<file path="config.mk">
export PLATFORM = sky130hd
export DESIGN_NAME = bus_master_req
export DESIGN_NICKNAME = d
export VERILOG_FILES = /design/src/rtl/bus_master_pkg.sv /design/src/rtl/addr_step_if.sv /design/src/rtl/addr_step.sv /design/src/rtl/bus_master_req.sv
export SDC_FILE = /design/constraint.sdc
export NUM_CORES = 2
export LEC_CHECK = 0
export BUFFER_PORTS_ARGS = -buffer_cell sky130_fd_sc_hd__buf_2
export CORE_ASPECT_RATIO = 0.5
export CORE_MARGIN = 3
export CORE_UTILIZATION = 30
export DETAILED_ROUTE_END_ITERATION = 8
export PLACE_DENSITY_LB_ADDON = 0.25
export SETUP_SLACK_MARGIN = 0.3
export SYNTH_ARGS = -nofsm -noshare
export SYNTH_HDL_FRONTEND = slang
export SYNTH_HIERARCHICAL = 1
export SYNTH_SLANG_ARGS = --single-unit
</file>
<file path="constraint.sdc">
create_clock -name clk -period 3.67 [get_ports clk]
set_input_delay 0.734 -clock clk [delete_from_list [all_inputs] [get_ports clk]]
set_output_delay 0.734 -clock clk [all_outputs]
set_load 0.01 [all_outputs]
</file>
<file path="src/rtl/bus_master_pkg.sv">
// Constants shared by the programmable burst master and its address stepper
package bus_master_pkg;

  localparam int AW     = 32;
  localparam int DW     = 32;
  localparam int CFG_AW = 8;
  localparam int NBUF   = 16;

  // Transfer type codes
  localparam logic [1:0] TR_IDLE = 2'h0;
  localparam logic [1:0] TR_BUSY = 2'h1;
  localparam logic [1:0] TR_NSEQ = 2'h2;
  localparam logic [1:0] TR_SEQ  = 2'h3;

  // Burst type codes
  localparam logic [2:0] BU_SINGLE = 3'h0;
  localparam logic [2:0] BU_INCR   = 3'h1;
  localparam logic [2:0] BU_WRAP4  = 3'h2;
  localparam logic [2:0] BU_INCR4  = 3'h3;
  localparam logic [2:0] BU_WRAP8  = 3'h4;
  localparam logic [2:0] BU_INCR8  = 3'h5;
  localparam logic [2:0] BU_WRAP16 = 3'h6;
  localparam logic [2:0] BU_INCR16 = 3'h7;

  // Transfer sizes: byte, halfword, word, up to 1024 bits
  localparam logic [2:0] SZ_BYTE = 3'h0;
  localparam logic [2:0] SZ_HALF = 3'h1;
  localparam logic [2:0] SZ_WORD = 3'h2;
  localparam logic [2:0] SZ_MAX  = 3'h7;

  // Protection bits
  localparam int P_DATA = 0;
  localparam int P_PRIV = 1;
  localparam int P_BUF  = 2;
  localparam int P_CACH = 3;

  // Register byte offsets
  localparam logic [7:0] OFS_CTRL = 8'h00;
  localparam logic [7:0] OFS_ADDR = 8'h04;
  localparam logic [7:0] OFS_STAT = 8'h08;
  localparam logic [1:0] DATA_WIN = 2'h1;

  // Control field positions
  localparam int C_START   = 0;
  localparam int C_WRITE   = 1;
  localparam int C_BURST   = 2;
  localparam int C_SIZE    = 5;
  localparam int C_LOCK    = 8;
  localparam int C_PROT    = 9;
  localparam int C_BUSYINS = 13;
  localparam int C_LEN     = 16;

  // Status field positions
  localparam int S_BUSY = 0;
  localparam int S_DONE = 1;
  localparam int S_ERR  = 2;
  localparam int S_CNT  = 4;

  // Reset and write-mask values
  localparam logic [31:0] CTRL_RST   = 32'h0000_0200;
  localparam logic [31:0] CTRL_WMASK = 32'h000f_3ffe;
  localparam logic [31:0] ADDR_RST   = 32'h0000_0000;

endpackage : bus_master_pkg

</file>
<file path="src/rtl/addr_step_if.sv">
// Carrier between the master and its next-address stepper
`timescale 1ns/1ps
interface addr_step_if;
  logic [31:0] cur;
  logic [2:0]  size;
  logic [2:0]  burst;
  logic [31:0] nxt;
  modport calc (input cur, input size, input burst, output nxt);
  modport user (output cur, output size, output burst, input nxt);
endinterface : addr_step_if

</file>
<file path="src/rtl/addr_step.sv">
// Next beat address for incrementing and wrapping bursts
`timescale 1ns/1ps
module addr_step
  import bus_master_pkg::*;
(
  addr_step_if.calc st
);

  wire        is_wrap;
  wire [2:0]  wrap_sh;
  wire [31:0] step;
  wire [31:0] span;
  wire [31:0] mask;
  wire [31:0] sum;

  assign step    = 32'h0000_0001 << st.size;
  assign is_wrap = (st.burst == BU_WRAP4) | (st.burst == BU_WRAP8) | (st.burst == BU_WRAP16);
  assign wrap_sh = (st.burst == BU_WRAP4) ? 3'h2 :
                   (st.burst == BU_WRAP8) ? 3'h3 : 3'h4;
  // Wrap boundary is beats times transfer size
  assign span    = step << wrap_sh;
  assign mask    = span - 32'h0000_0001;
  assign sum     = st.cur + step;
  assign st.nxt  = is_wrap ? ((st.cur & ~mask) | (sum & mask)) : sum;

endmodule : addr_step

</file>
<file path="src/rtl/bus_master_req.sv">
// Programmable single-master bus requester with a register port
//
// The AHB-Lite interface to the registers and the address map are this design's own decisions.
`timescale 1ns/1ps

module bus_master_req
  import bus_master_pkg::*;
#(
  parameter bit HAS_MMU = 1'b1
)
(
  input  wire  logic        clk,
  input  wire  logic        rst_b,
  input  wire  logic        cfg_hsel,
  input  wire  logic [31:0] cfg_haddr,
  input  wire  logic [1:0]  cfg_htrans,
  input  wire  logic        cfg_hwrite,
  input  wire  logic [2:0]  cfg_hsize,
  input  wire  logic [31:0] cfg_hwdata,
  input  wire  logic        cfg_hready,
  output logic [31:0]       cfg_hrdata,
  output logic              cfg_hreadyout,
  output logic              cfg_hresp,
  output logic [AW-1:0]     haddr,
  output logic [2:0]        hburst,
  output logic              hmastlock,
  output logic [3:0]        hprot,
  output logic [2:0]        hsize,
  output logic [1:0]        htrans,
  output logic [DW-1:0]     hwdata,
  output logic              hwrite,
  input  wire  logic        hready,
  input  wire  logic        hresp,
  input  wire  logic [DW-1:0] hrdata
);

  typedef enum logic [1:0] {ST_IDLE, ST_RUN, ST_DRAIN} state_t;

  // Register port
  logic              cfg_wr_q, cfg_rd_q;
  logic [CFG_AW-1:0] cfg_ofs_q;
  logic [31:0]       cfg_rdata_q;
  logic [31:0]       ctrl_q;
  logic [31:0]       addr_q;
  logic              go_q, done_q, err_q;
  logic [4:0]        dcnt_q;

  // Master side
  state_t            st_q, st_d;
  logic [AW-1:0]     haddr_q, haddr_d;
  logic [1:0]        htrans_q, htrans_d;
  logic [2:0]        hburst_q, hburst_d;
  logic [2:0]        hsize_q, hsize_d;
  logic [3:0]        hprot_q, hprot_d;
  logic              hlock_q, hlock_d;
  logic              hwrite_q, hwrite_d;
  logic              busyins_q, busyins_d;
  logic [4:0]        len_q, len_d;
  logic [4:0]        beat_q, beat_d;
  logic              launch;
  logic [DW-1:0]     hwdata_q;
  logic              dp_act_q;
  logic              dp_wr_q;
  logic [3:0]        dp_idx_q;
  logic [DW-1:0]     buf_q [NBUF];

  wire               cfg_take;
  wire               sel_ctrl;
  wire               sel_addr;
  wire               sel_stat;
  wire               sel_data;
  wire [3:0]         cfg_idx;
  wire               wr_ctrl, wr_addr, wr_stat, wr_data;
  wire               start_req;
  wire               running;
  wire [31:0]        stat_word;
  wire [31:0]        rd_val;
  wire               more;
  wire               beat_done;
  wire               rd_done;
  wire               done_set;
  wire [3:0]         cur_idx;
  wire [3:0]         prot_sel;

  addr_step_if stp ();

  function automatic logic [4:0] beats_of(input logic [2:0] b, input logic [3:0] n);
    logic [4:0] r;
    r = 5'h01;
    case (b)
      BU_INCR:             r = {1'b0, n} + 5'h01;
      BU_WRAP4, BU_INCR4:  r = 5'h04;
      BU_WRAP8, BU_INCR8:  r = 5'h08;
      BU_WRAP16, BU_INCR16: r = 5'h10;
      default:             r = 5'h01;
    endcase
    return r;
  endfunction : beats_of

  // Register port decode; reads take one wait state so data come from a flip-flop
  assign cfg_take  = cfg_hsel & cfg_htrans[1] & cfg_hready;
  assign sel_ctrl  = cfg_ofs_q == OFS_CTRL;
  assign sel_addr  = cfg_ofs_q == OFS_ADDR;
  assign sel_stat  = cfg_ofs_q == OFS_STAT;
  assign sel_data  = cfg_ofs_q[7:6] == DATA_WIN;
  assign cfg_idx   = cfg_ofs_q[5:2];
  assign wr_ctrl   = cfg_wr_q & sel_ctrl;
  assign wr_addr   = cfg_wr_q & sel_addr;
  assign wr_stat   = cfg_wr_q & sel_stat;
  assign wr_data   = cfg_wr_q & sel_data;
  assign running   = (st_q != ST_IDLE) | go_q;
  assign start_req = wr_ctrl & cfg_hwdata[C_START] & ~running;

  assign stat_word = ({27'h0, dcnt_q} << S_CNT)
                   | ({31'h0, err_q} << S_ERR)
                   | ({31'h0, done_q} << S_DONE)
                   | ({31'h0, running} << S_BUSY);

  assign rd_val = sel_ctrl ? ctrl_q :
                  sel_addr ? addr_q :
                  sel_stat ? stat_word :
                  sel_data ? buf_q[cfg_idx] : 32'h0000_0000;

  assign cfg_hrdata    = cfg_rdata_q;
  assign cfg_hreadyout = ~cfg_rd_q;
  assign cfg_hresp     = 1'b0;

  always_ff @(posedge clk or negedge rst_b)
  begin
    if (!rst_b)
    begin
      cfg_wr_q    <= 1'b0;
      cfg_rd_q    <= 1'b0;
      cfg_ofs_q   <= '0;
      cfg_rdata_q <= 32'h0000_0000;
    end
    else
    begin
      cfg_wr_q <= cfg_take & cfg_hwrite;
      cfg_rd_q <= cfg_take & ~cfg_hwrite;
      if (cfg_take)
        cfg_ofs_q <= cfg_haddr[CFG_AW-1:0];
      if (cfg_rd_q)
        cfg_rdata_q <= rd_val;
    end
  end

  // Start is a pulse field; it is not stored and reads back as zero
  always_ff @(posedge clk or negedge rst_b)
  begin
    if (!rst_b)
    begin
      ctrl_q <= CTRL_RST;
      addr_q <= ADDR_RST;
    end
    else
    begin
      if (wr_ctrl & ~running)
        ctrl_q <= cfg_hwdata & CTRL_WMASK;
      if (wr_addr & ~running)
        addr_q <= cfg_hwdata;
    end
  end

  // Sticky flags: a hardware set wins over a clear in the same cycle
  assign done_set = hready & (st_q == ST_DRAIN);

  always_ff @(posedge clk or negedge rst_b)
  begin
    if (!rst_b)
    begin
      go_q   <= 1'b0;
      done_q <= 1'b0;
      err_q  <= 1'b0;
      dcnt_q <= 5'h00;
    end
    else
    begin
      go_q   <= start_req | (go_q & ~launch);
      done_q <= done_set | (done_q & ~(wr_stat & cfg_hwdata[S_DONE]));
      err_q  <= (beat_done & hresp) | (err_q & ~(wr_stat & cfg_hwdata[S_ERR]));
      if (launch)
        dcnt_q <= 5'h00;
      else if (beat_done)
        dcnt_q <= dcnt_q + 5'h01;
    end
  end

  // Next beat address from the stepper
  assign stp.cur   = haddr_q;
  assign stp.size  = hsize_q;
  assign stp.burst = hburst_q;

  addr_step u_step (
    .st (stp)
  );

  assign more     = beat_q < len_q;
  assign prot_sel = HAS_MMU ? ctrl_q[C_PROT +: 4] : {2'h0, ctrl_q[C_PROT +: 2]};

  // Address phase sequencing; nothing moves while ready is low
  always_comb
  begin
    st_d      = st_q;
    haddr_d   = haddr_q;
    htrans_d  = htrans_q;
    hburst_d  = hburst_q;
    hsize_d   = hsize_q;
    hprot_d   = hprot_q;
    hlock_d   = hlock_q;
    hwrite_d  = hwrite_q;
    busyins_d = busyins_q;
    len_d     = len_q;
    beat_d    = beat_q;
    launch    = 1'b0;
    if (hready)
    begin
      case (st_q)
        ST_IDLE:
        begin
          if (go_q)
          begin
            launch    = 1'b1;
            st_d      = ST_RUN;
            haddr_d   = addr_q;
            htrans_d  = TR_NSEQ;
            hburst_d  = ctrl_q[C_BURST +: 3];
            hsize_d   = ctrl_q[C_SIZE +: 3];
            hprot_d   = prot_sel;
            hlock_d   = ctrl_q[C_LOCK];
            hwrite_d  = ctrl_q[C_WRITE];
            busyins_d = ctrl_q[C_BUSYINS];
            len_d     = beats_of(ctrl_q[C_BURST +: 3], ctrl_q[C_LEN +: 4]);
            beat_d    = 5'h01;
          end
        end
        ST_RUN:
        begin
          if (!more)
          begin
            st_d     = ST_DRAIN;
            htrans_d = TR_IDLE;
            hlock_d  = 1'b0;
          end
          else if (busyins_q && htrans_q != TR_BUSY)
          begin
            // Busy cycle already shows the next beat's address
            htrans_d = TR_BUSY;
            haddr_d  = stp.nxt;
          end
          else
          begin
            htrans_d = TR_SEQ;
            haddr_d  = (htrans_q == TR_BUSY) ? haddr_q : stp.nxt;
            beat_d   = beat_q + 5'h01;
          end
        end
        ST_DRAIN:
        begin
          st_d = ST_IDLE;
        end
        default:
        begin
          st_d     = ST_IDLE;
          htrans_d = TR_IDLE;
        end
      endcase
    end
  end

  always_ff @(posedge clk or negedge rst_b)
  begin
    if (!rst_b)
    begin
      st_q      <= ST_IDLE;
      haddr_q   <= '0;
      htrans_q  <= TR_IDLE;
      hburst_q  <= BU_SINGLE;
      hsize_q   <= SZ_WORD;
      hprot_q   <= 4'h0;
      hlock_q   <= 1'b0;
      hwrite_q  <= 1'b0;
      busyins_q <= 1'b0;
      len_q     <= 5'h01;
      beat_q    <= 5'h00;
    end
    else
    begin
      st_q      <= st_d;
      haddr_q   <= haddr_d;
      htrans_q  <= htrans_d;
      hburst_q  <= hburst_d;
      hsize_q   <= hsize_d;
      hprot_q   <= hprot_d;
      hlock_q   <= hlock_d;
      hwrite_q  <= hwrite_d;
      busyins_q <= busyins_d;
      len_q     <= len_d;
      beat_q    <= beat_d;
    end
  end

  // Data phase pipeline: one beat behind the address phase
  assign beat_done = hready & dp_act_q;
  assign rd_done   = beat_done & ~dp_wr_q;
  assign cur_idx   = 4'(beat_q - 5'h01);

  always_ff @(posedge clk or negedge rst_b)
  begin
    if (!rst_b)
    begin
      dp_act_q <= 1'b0;
      dp_wr_q  <= 1'b0;
      dp_idx_q <= 4'h0;
      hwdata_q <= '0;
    end
    else if (hready)
    begin
      dp_act_q <= htrans_q[1];
      dp_wr_q  <= hwrite_q;
      dp_idx_q <= cur_idx;
      if (htrans_q[1] & hwrite_q)
        hwdata_q <= buf_q[cur_idx];
    end
  end

  // Beat buffer; a read beat landing wins over a software write to the same cycle
  always_ff @(posedge clk or negedge rst_b)
  begin
    if (!rst_b)
    begin
      for (int i = 0; i < NBUF; i++)
        buf_q[i] <= '0;
    end
    else if (rd_done)
      buf_q[dp_idx_q] <= hrdata;
    else if (wr_data)
      buf_q[cfg_idx] <= cfg_hwdata;
  end

  assign haddr     = haddr_q;
  assign htrans    = htrans_q;
  assign hburst    = hburst_q;
  assign hsize     = hsize_q;
  assign hprot     = hprot_q;
  assign hmastlock = hlock_q;
  assign hwrite    = hwrite_q;
  assign hwdata    = hwdata_q;

endmodule : bus_master_req

</file>
==> results.md <==
* Status: finished, final reports clean
* Total Nets Final at 3736
* Ys flop type: dfrtp_1
* GRT Overall Usage at 24.4%
* Die extent in x at 532 um
* Final instance area at 0.0472 mm2
* Max Used Layer: met5
* FF-to-FF Start: cfg_ofs_q[2]
* Tcrit/Tclk final at 89.6%
* Syn avg cell area at 11.4 um2
* CTS root buf: clkbuf_16
* Area leader, netlist: dfrtp_1
* I/O pin total at 220
* Final Hold Fails at 0
* Initial Util at 30.6%
* Minimum clock period at 3.29 ns
* Share of synthesized registers carrying an async set or reset at 100%
* Total congestion overflow at 0
* Post-DRT Antenna Nets at 0
* DR WL/cell at 32.5 um
* Number of remaining DRC errors at 0
* Max-slew violations at 0
* Worst Clk Skew at 0.0282 ns
* Synth Register Bits at 708
* Wire length on met3 at 19600 um
* Row count at 95
* Die Ht at 269 um
* Syn Inst Count at 3632
* TritonCTS clock tree: done
* Clock sinks at 708
* Worst hold slack at 0.0693 ns
* Yosys top cell area share at 42.5%
* Worst Setup End Kind: flop
* Met2 Wirelength at 77600 um
* Synthesized area at 0.0416 mm2
* Synth area leaders: dfrtp_1, mux4_2, o221ai_1
* Worst vdd ir at 0.608 mV
* Filler cells at 13500
* Core area at 0.136 mm2
* Pwr Density at 884 mW/mm2
* Max_slew headroom at 40.5%
* Vias post-DR at 35900
* Sequential area share after synthesis at 42.6%
* CP max FO at 31
* # hold bufs at CTS at 0
* CTS clk-pin slew, worst paths at 0.06 ns
* Fmax at 304 MHz
* RSZ-0062 raised after global routing: true
* Routed WL at 180000 um
* Worst Setup SP: cfg_ofs_q[2]
* Initial antenna violation count at 22
* Die area at 0.143 mm2
* Vias in the first global route at 34800
* M1 WL at 75200 um
* Worst Max-Slew Pin Slew at 0.891 ns
* Startpoint types: flop
* Synth unique cells at 91
* Tightest Hold Check Type: in -> async
* Area Overhead vs Synth at 13.7%
* Initial DRC Count at 4625
* Max_cap viols at 0
* Pre-antenna DRT Iters at 7
* Crit path kind: reg -> reg
* Via-to-Cell Ratio at 6.48
* Arrival time worst endpoint at 3.82 ns
* EDFF count, synth at 0
* HPWL after detailed placement at 112000 um
* Req. time, crit path at 4.20 ns
* Worst-skew pair later-pin latency at 0.69 ns
* Layout cell share with drive strength beyond 1 at 25.3%
* GP Congestion at 0.899
* Pin count of the biggest net entering global routing at 88
* H-tree Lvls at 3
* First-pass GRT wire length at 259000 um
* Post-Place Cell Area at 0.0445 mm2
* PortBufs at 190
* Sum Neg Setup Slack at 0 ns
* Final setup violation count at 0
* Bufs on Longest Clock Path at 3
* Leak at 17.8 nW
* Inserted Clock Buffers at 79
* Synth warn at 6
[cells in the mapped netlist (47+ instances only)]
cell / instances
buf_2: 148
nor2_1: 88
o21a_1: 483
o221ai_1: 482
dfrtp_1: 705
mux2_2: 130
mux2i_1: 47
o21ai_0: 50
a21oi_1: 122
nand2_1: 346
mux4_2: 246
clkbuf_1: 235
[cells in the final DEF, fill, tap and decap left out, drive strengths merged, types with 6 or more instances in the layout]
master,Yosys,routed
a222oi,14,14
clkbuf,235,119
o221a,11,11
or3,10,10
a21oi,122,122
dfrtp,705,705
a211oi,12,12
inv,26,29
mux2i,47,47
nand4,14,14
a22oi,10,10
o21ai,72,72
bufinv,0,7
ha,11,11
xor2,30,30
nor3,31,31
o2111ai,14,14
and2,10,10
mux4,246,246
a211o,34,34
o21a,484,484
and3,6,6
nor2,90,90
nand2,346,346
diode,0,8
nor4,11,11
mux2,139,139
a221o,11,11
o22ai,19,19
o221ai,482,482
a32oi,15,15
nor2b,26,26
nand2b,9,9
buf,206,343
nand3,45,45
xnor2,16,16
clkinv,0,13
[cell type report]
class / count / area (um2) / share of cell area [%]
timing repair buffer: 343 / 2530 / 5.37
inverter: 26 / 97.6 / 0.207
tap: 1843 / 2310 / 4.88
clock inverter: 26 / 369 / 0.781
multi-input combinational: 2459 / 21800 / 46.2
clock buffer: 119 / 2370 / 5.01
antenna: 8 / 20.0 / 0.0424
sequential: 708 / 17700 / 37.5
[path summary, 6_finish.rpt]
path	endpoint	slack (ns)	cells after the start
min in group clk	cfg_rd_q	0.21	2
max in group asynchronous	hwdata[28]	2.57	2
hold reg to reg	hwdata[21]	0.48	1
setup reg to reg	cfg_hrdata[18]	0.38	8
hold / removal	buf_q[194]	0.07	1
setup / recovery	cfg_hrdata[18]	0.38	8
[flip-flops by register name, indices dropped and copies added (netlist names), 2 cells and up]
signal	flops
hsize	3
addr_q	32
beat_q	5
cfg_hrdata	32
htrans	2
len_q	5
haddr	32
hburst	3
dp_idx_q	4
ctrl_q	17
st_q	2
hprot	4
hwdata	32
buf_q	512
dcnt_q	5
cfg_ofs_q	8
[where the power goes]
| group | total, W | switching, W | internal [W] |
|---|---|---|---|
| sequential | 0.0144 | 0.00322 | 0.0112 |
| combinational | 0.0187 | 0.0102 | 0.00859 |
| clock | 0.00859 | 0.00362 | 0.00498 |
[repair_timing]
item / in CTS / in global routing
gates resized for setup: 0 / 3
endpoints found under the setup margin: 0 / 21
buffers inserted: 0 / 2
[metrics by stage]
step                      cells  utilization, %  setup WS (ns)  power, W
after CTS                  5522            34.7          0.312    0.0415
after floorplan            3634               -          0.307    0.0262
after global routing       5526            34.8          0.269    0.0436
final                      5532            34.8          0.382    0.0417
after detailed placement   5377            32.7          0.329    0.0329
after global placement     5377            32.7          0.293    0.0325
[routing by layer]
layer  vias to the layer above  track usage (%)
met5                         -                0
met4                        14             9.24
met3                       454             7.20
met2                      2162             35.6
met1                     18900             33.9
li1                      14400                -
[cell families after synthesis]
family / after synthesis / synth area share, %
simple gates: 624 / 6.87
buf+inv: 467 / 5.44
fa+ha+maj: 11 / 0.331
mux: 432 / 18.2
xor+xnor: 46 / 0.969
compound gates: 1341 / 25.5
other cells: 3 / 0.0271
flops: 708 / 42.6
[worst max-delay path, stage by stage (launching register included)]
cell and delay [ns]:
dfrtp_4 0.82, nor2_4 0.19, nand2_2 0.18, buf_4 0.25, buf_4 0.63, a21oi_1 0.26
nor4_1 0.46, buf_4 0.24, a211oi_1 0.05
No activity file was read; power rests on OpenSTA's default activity.
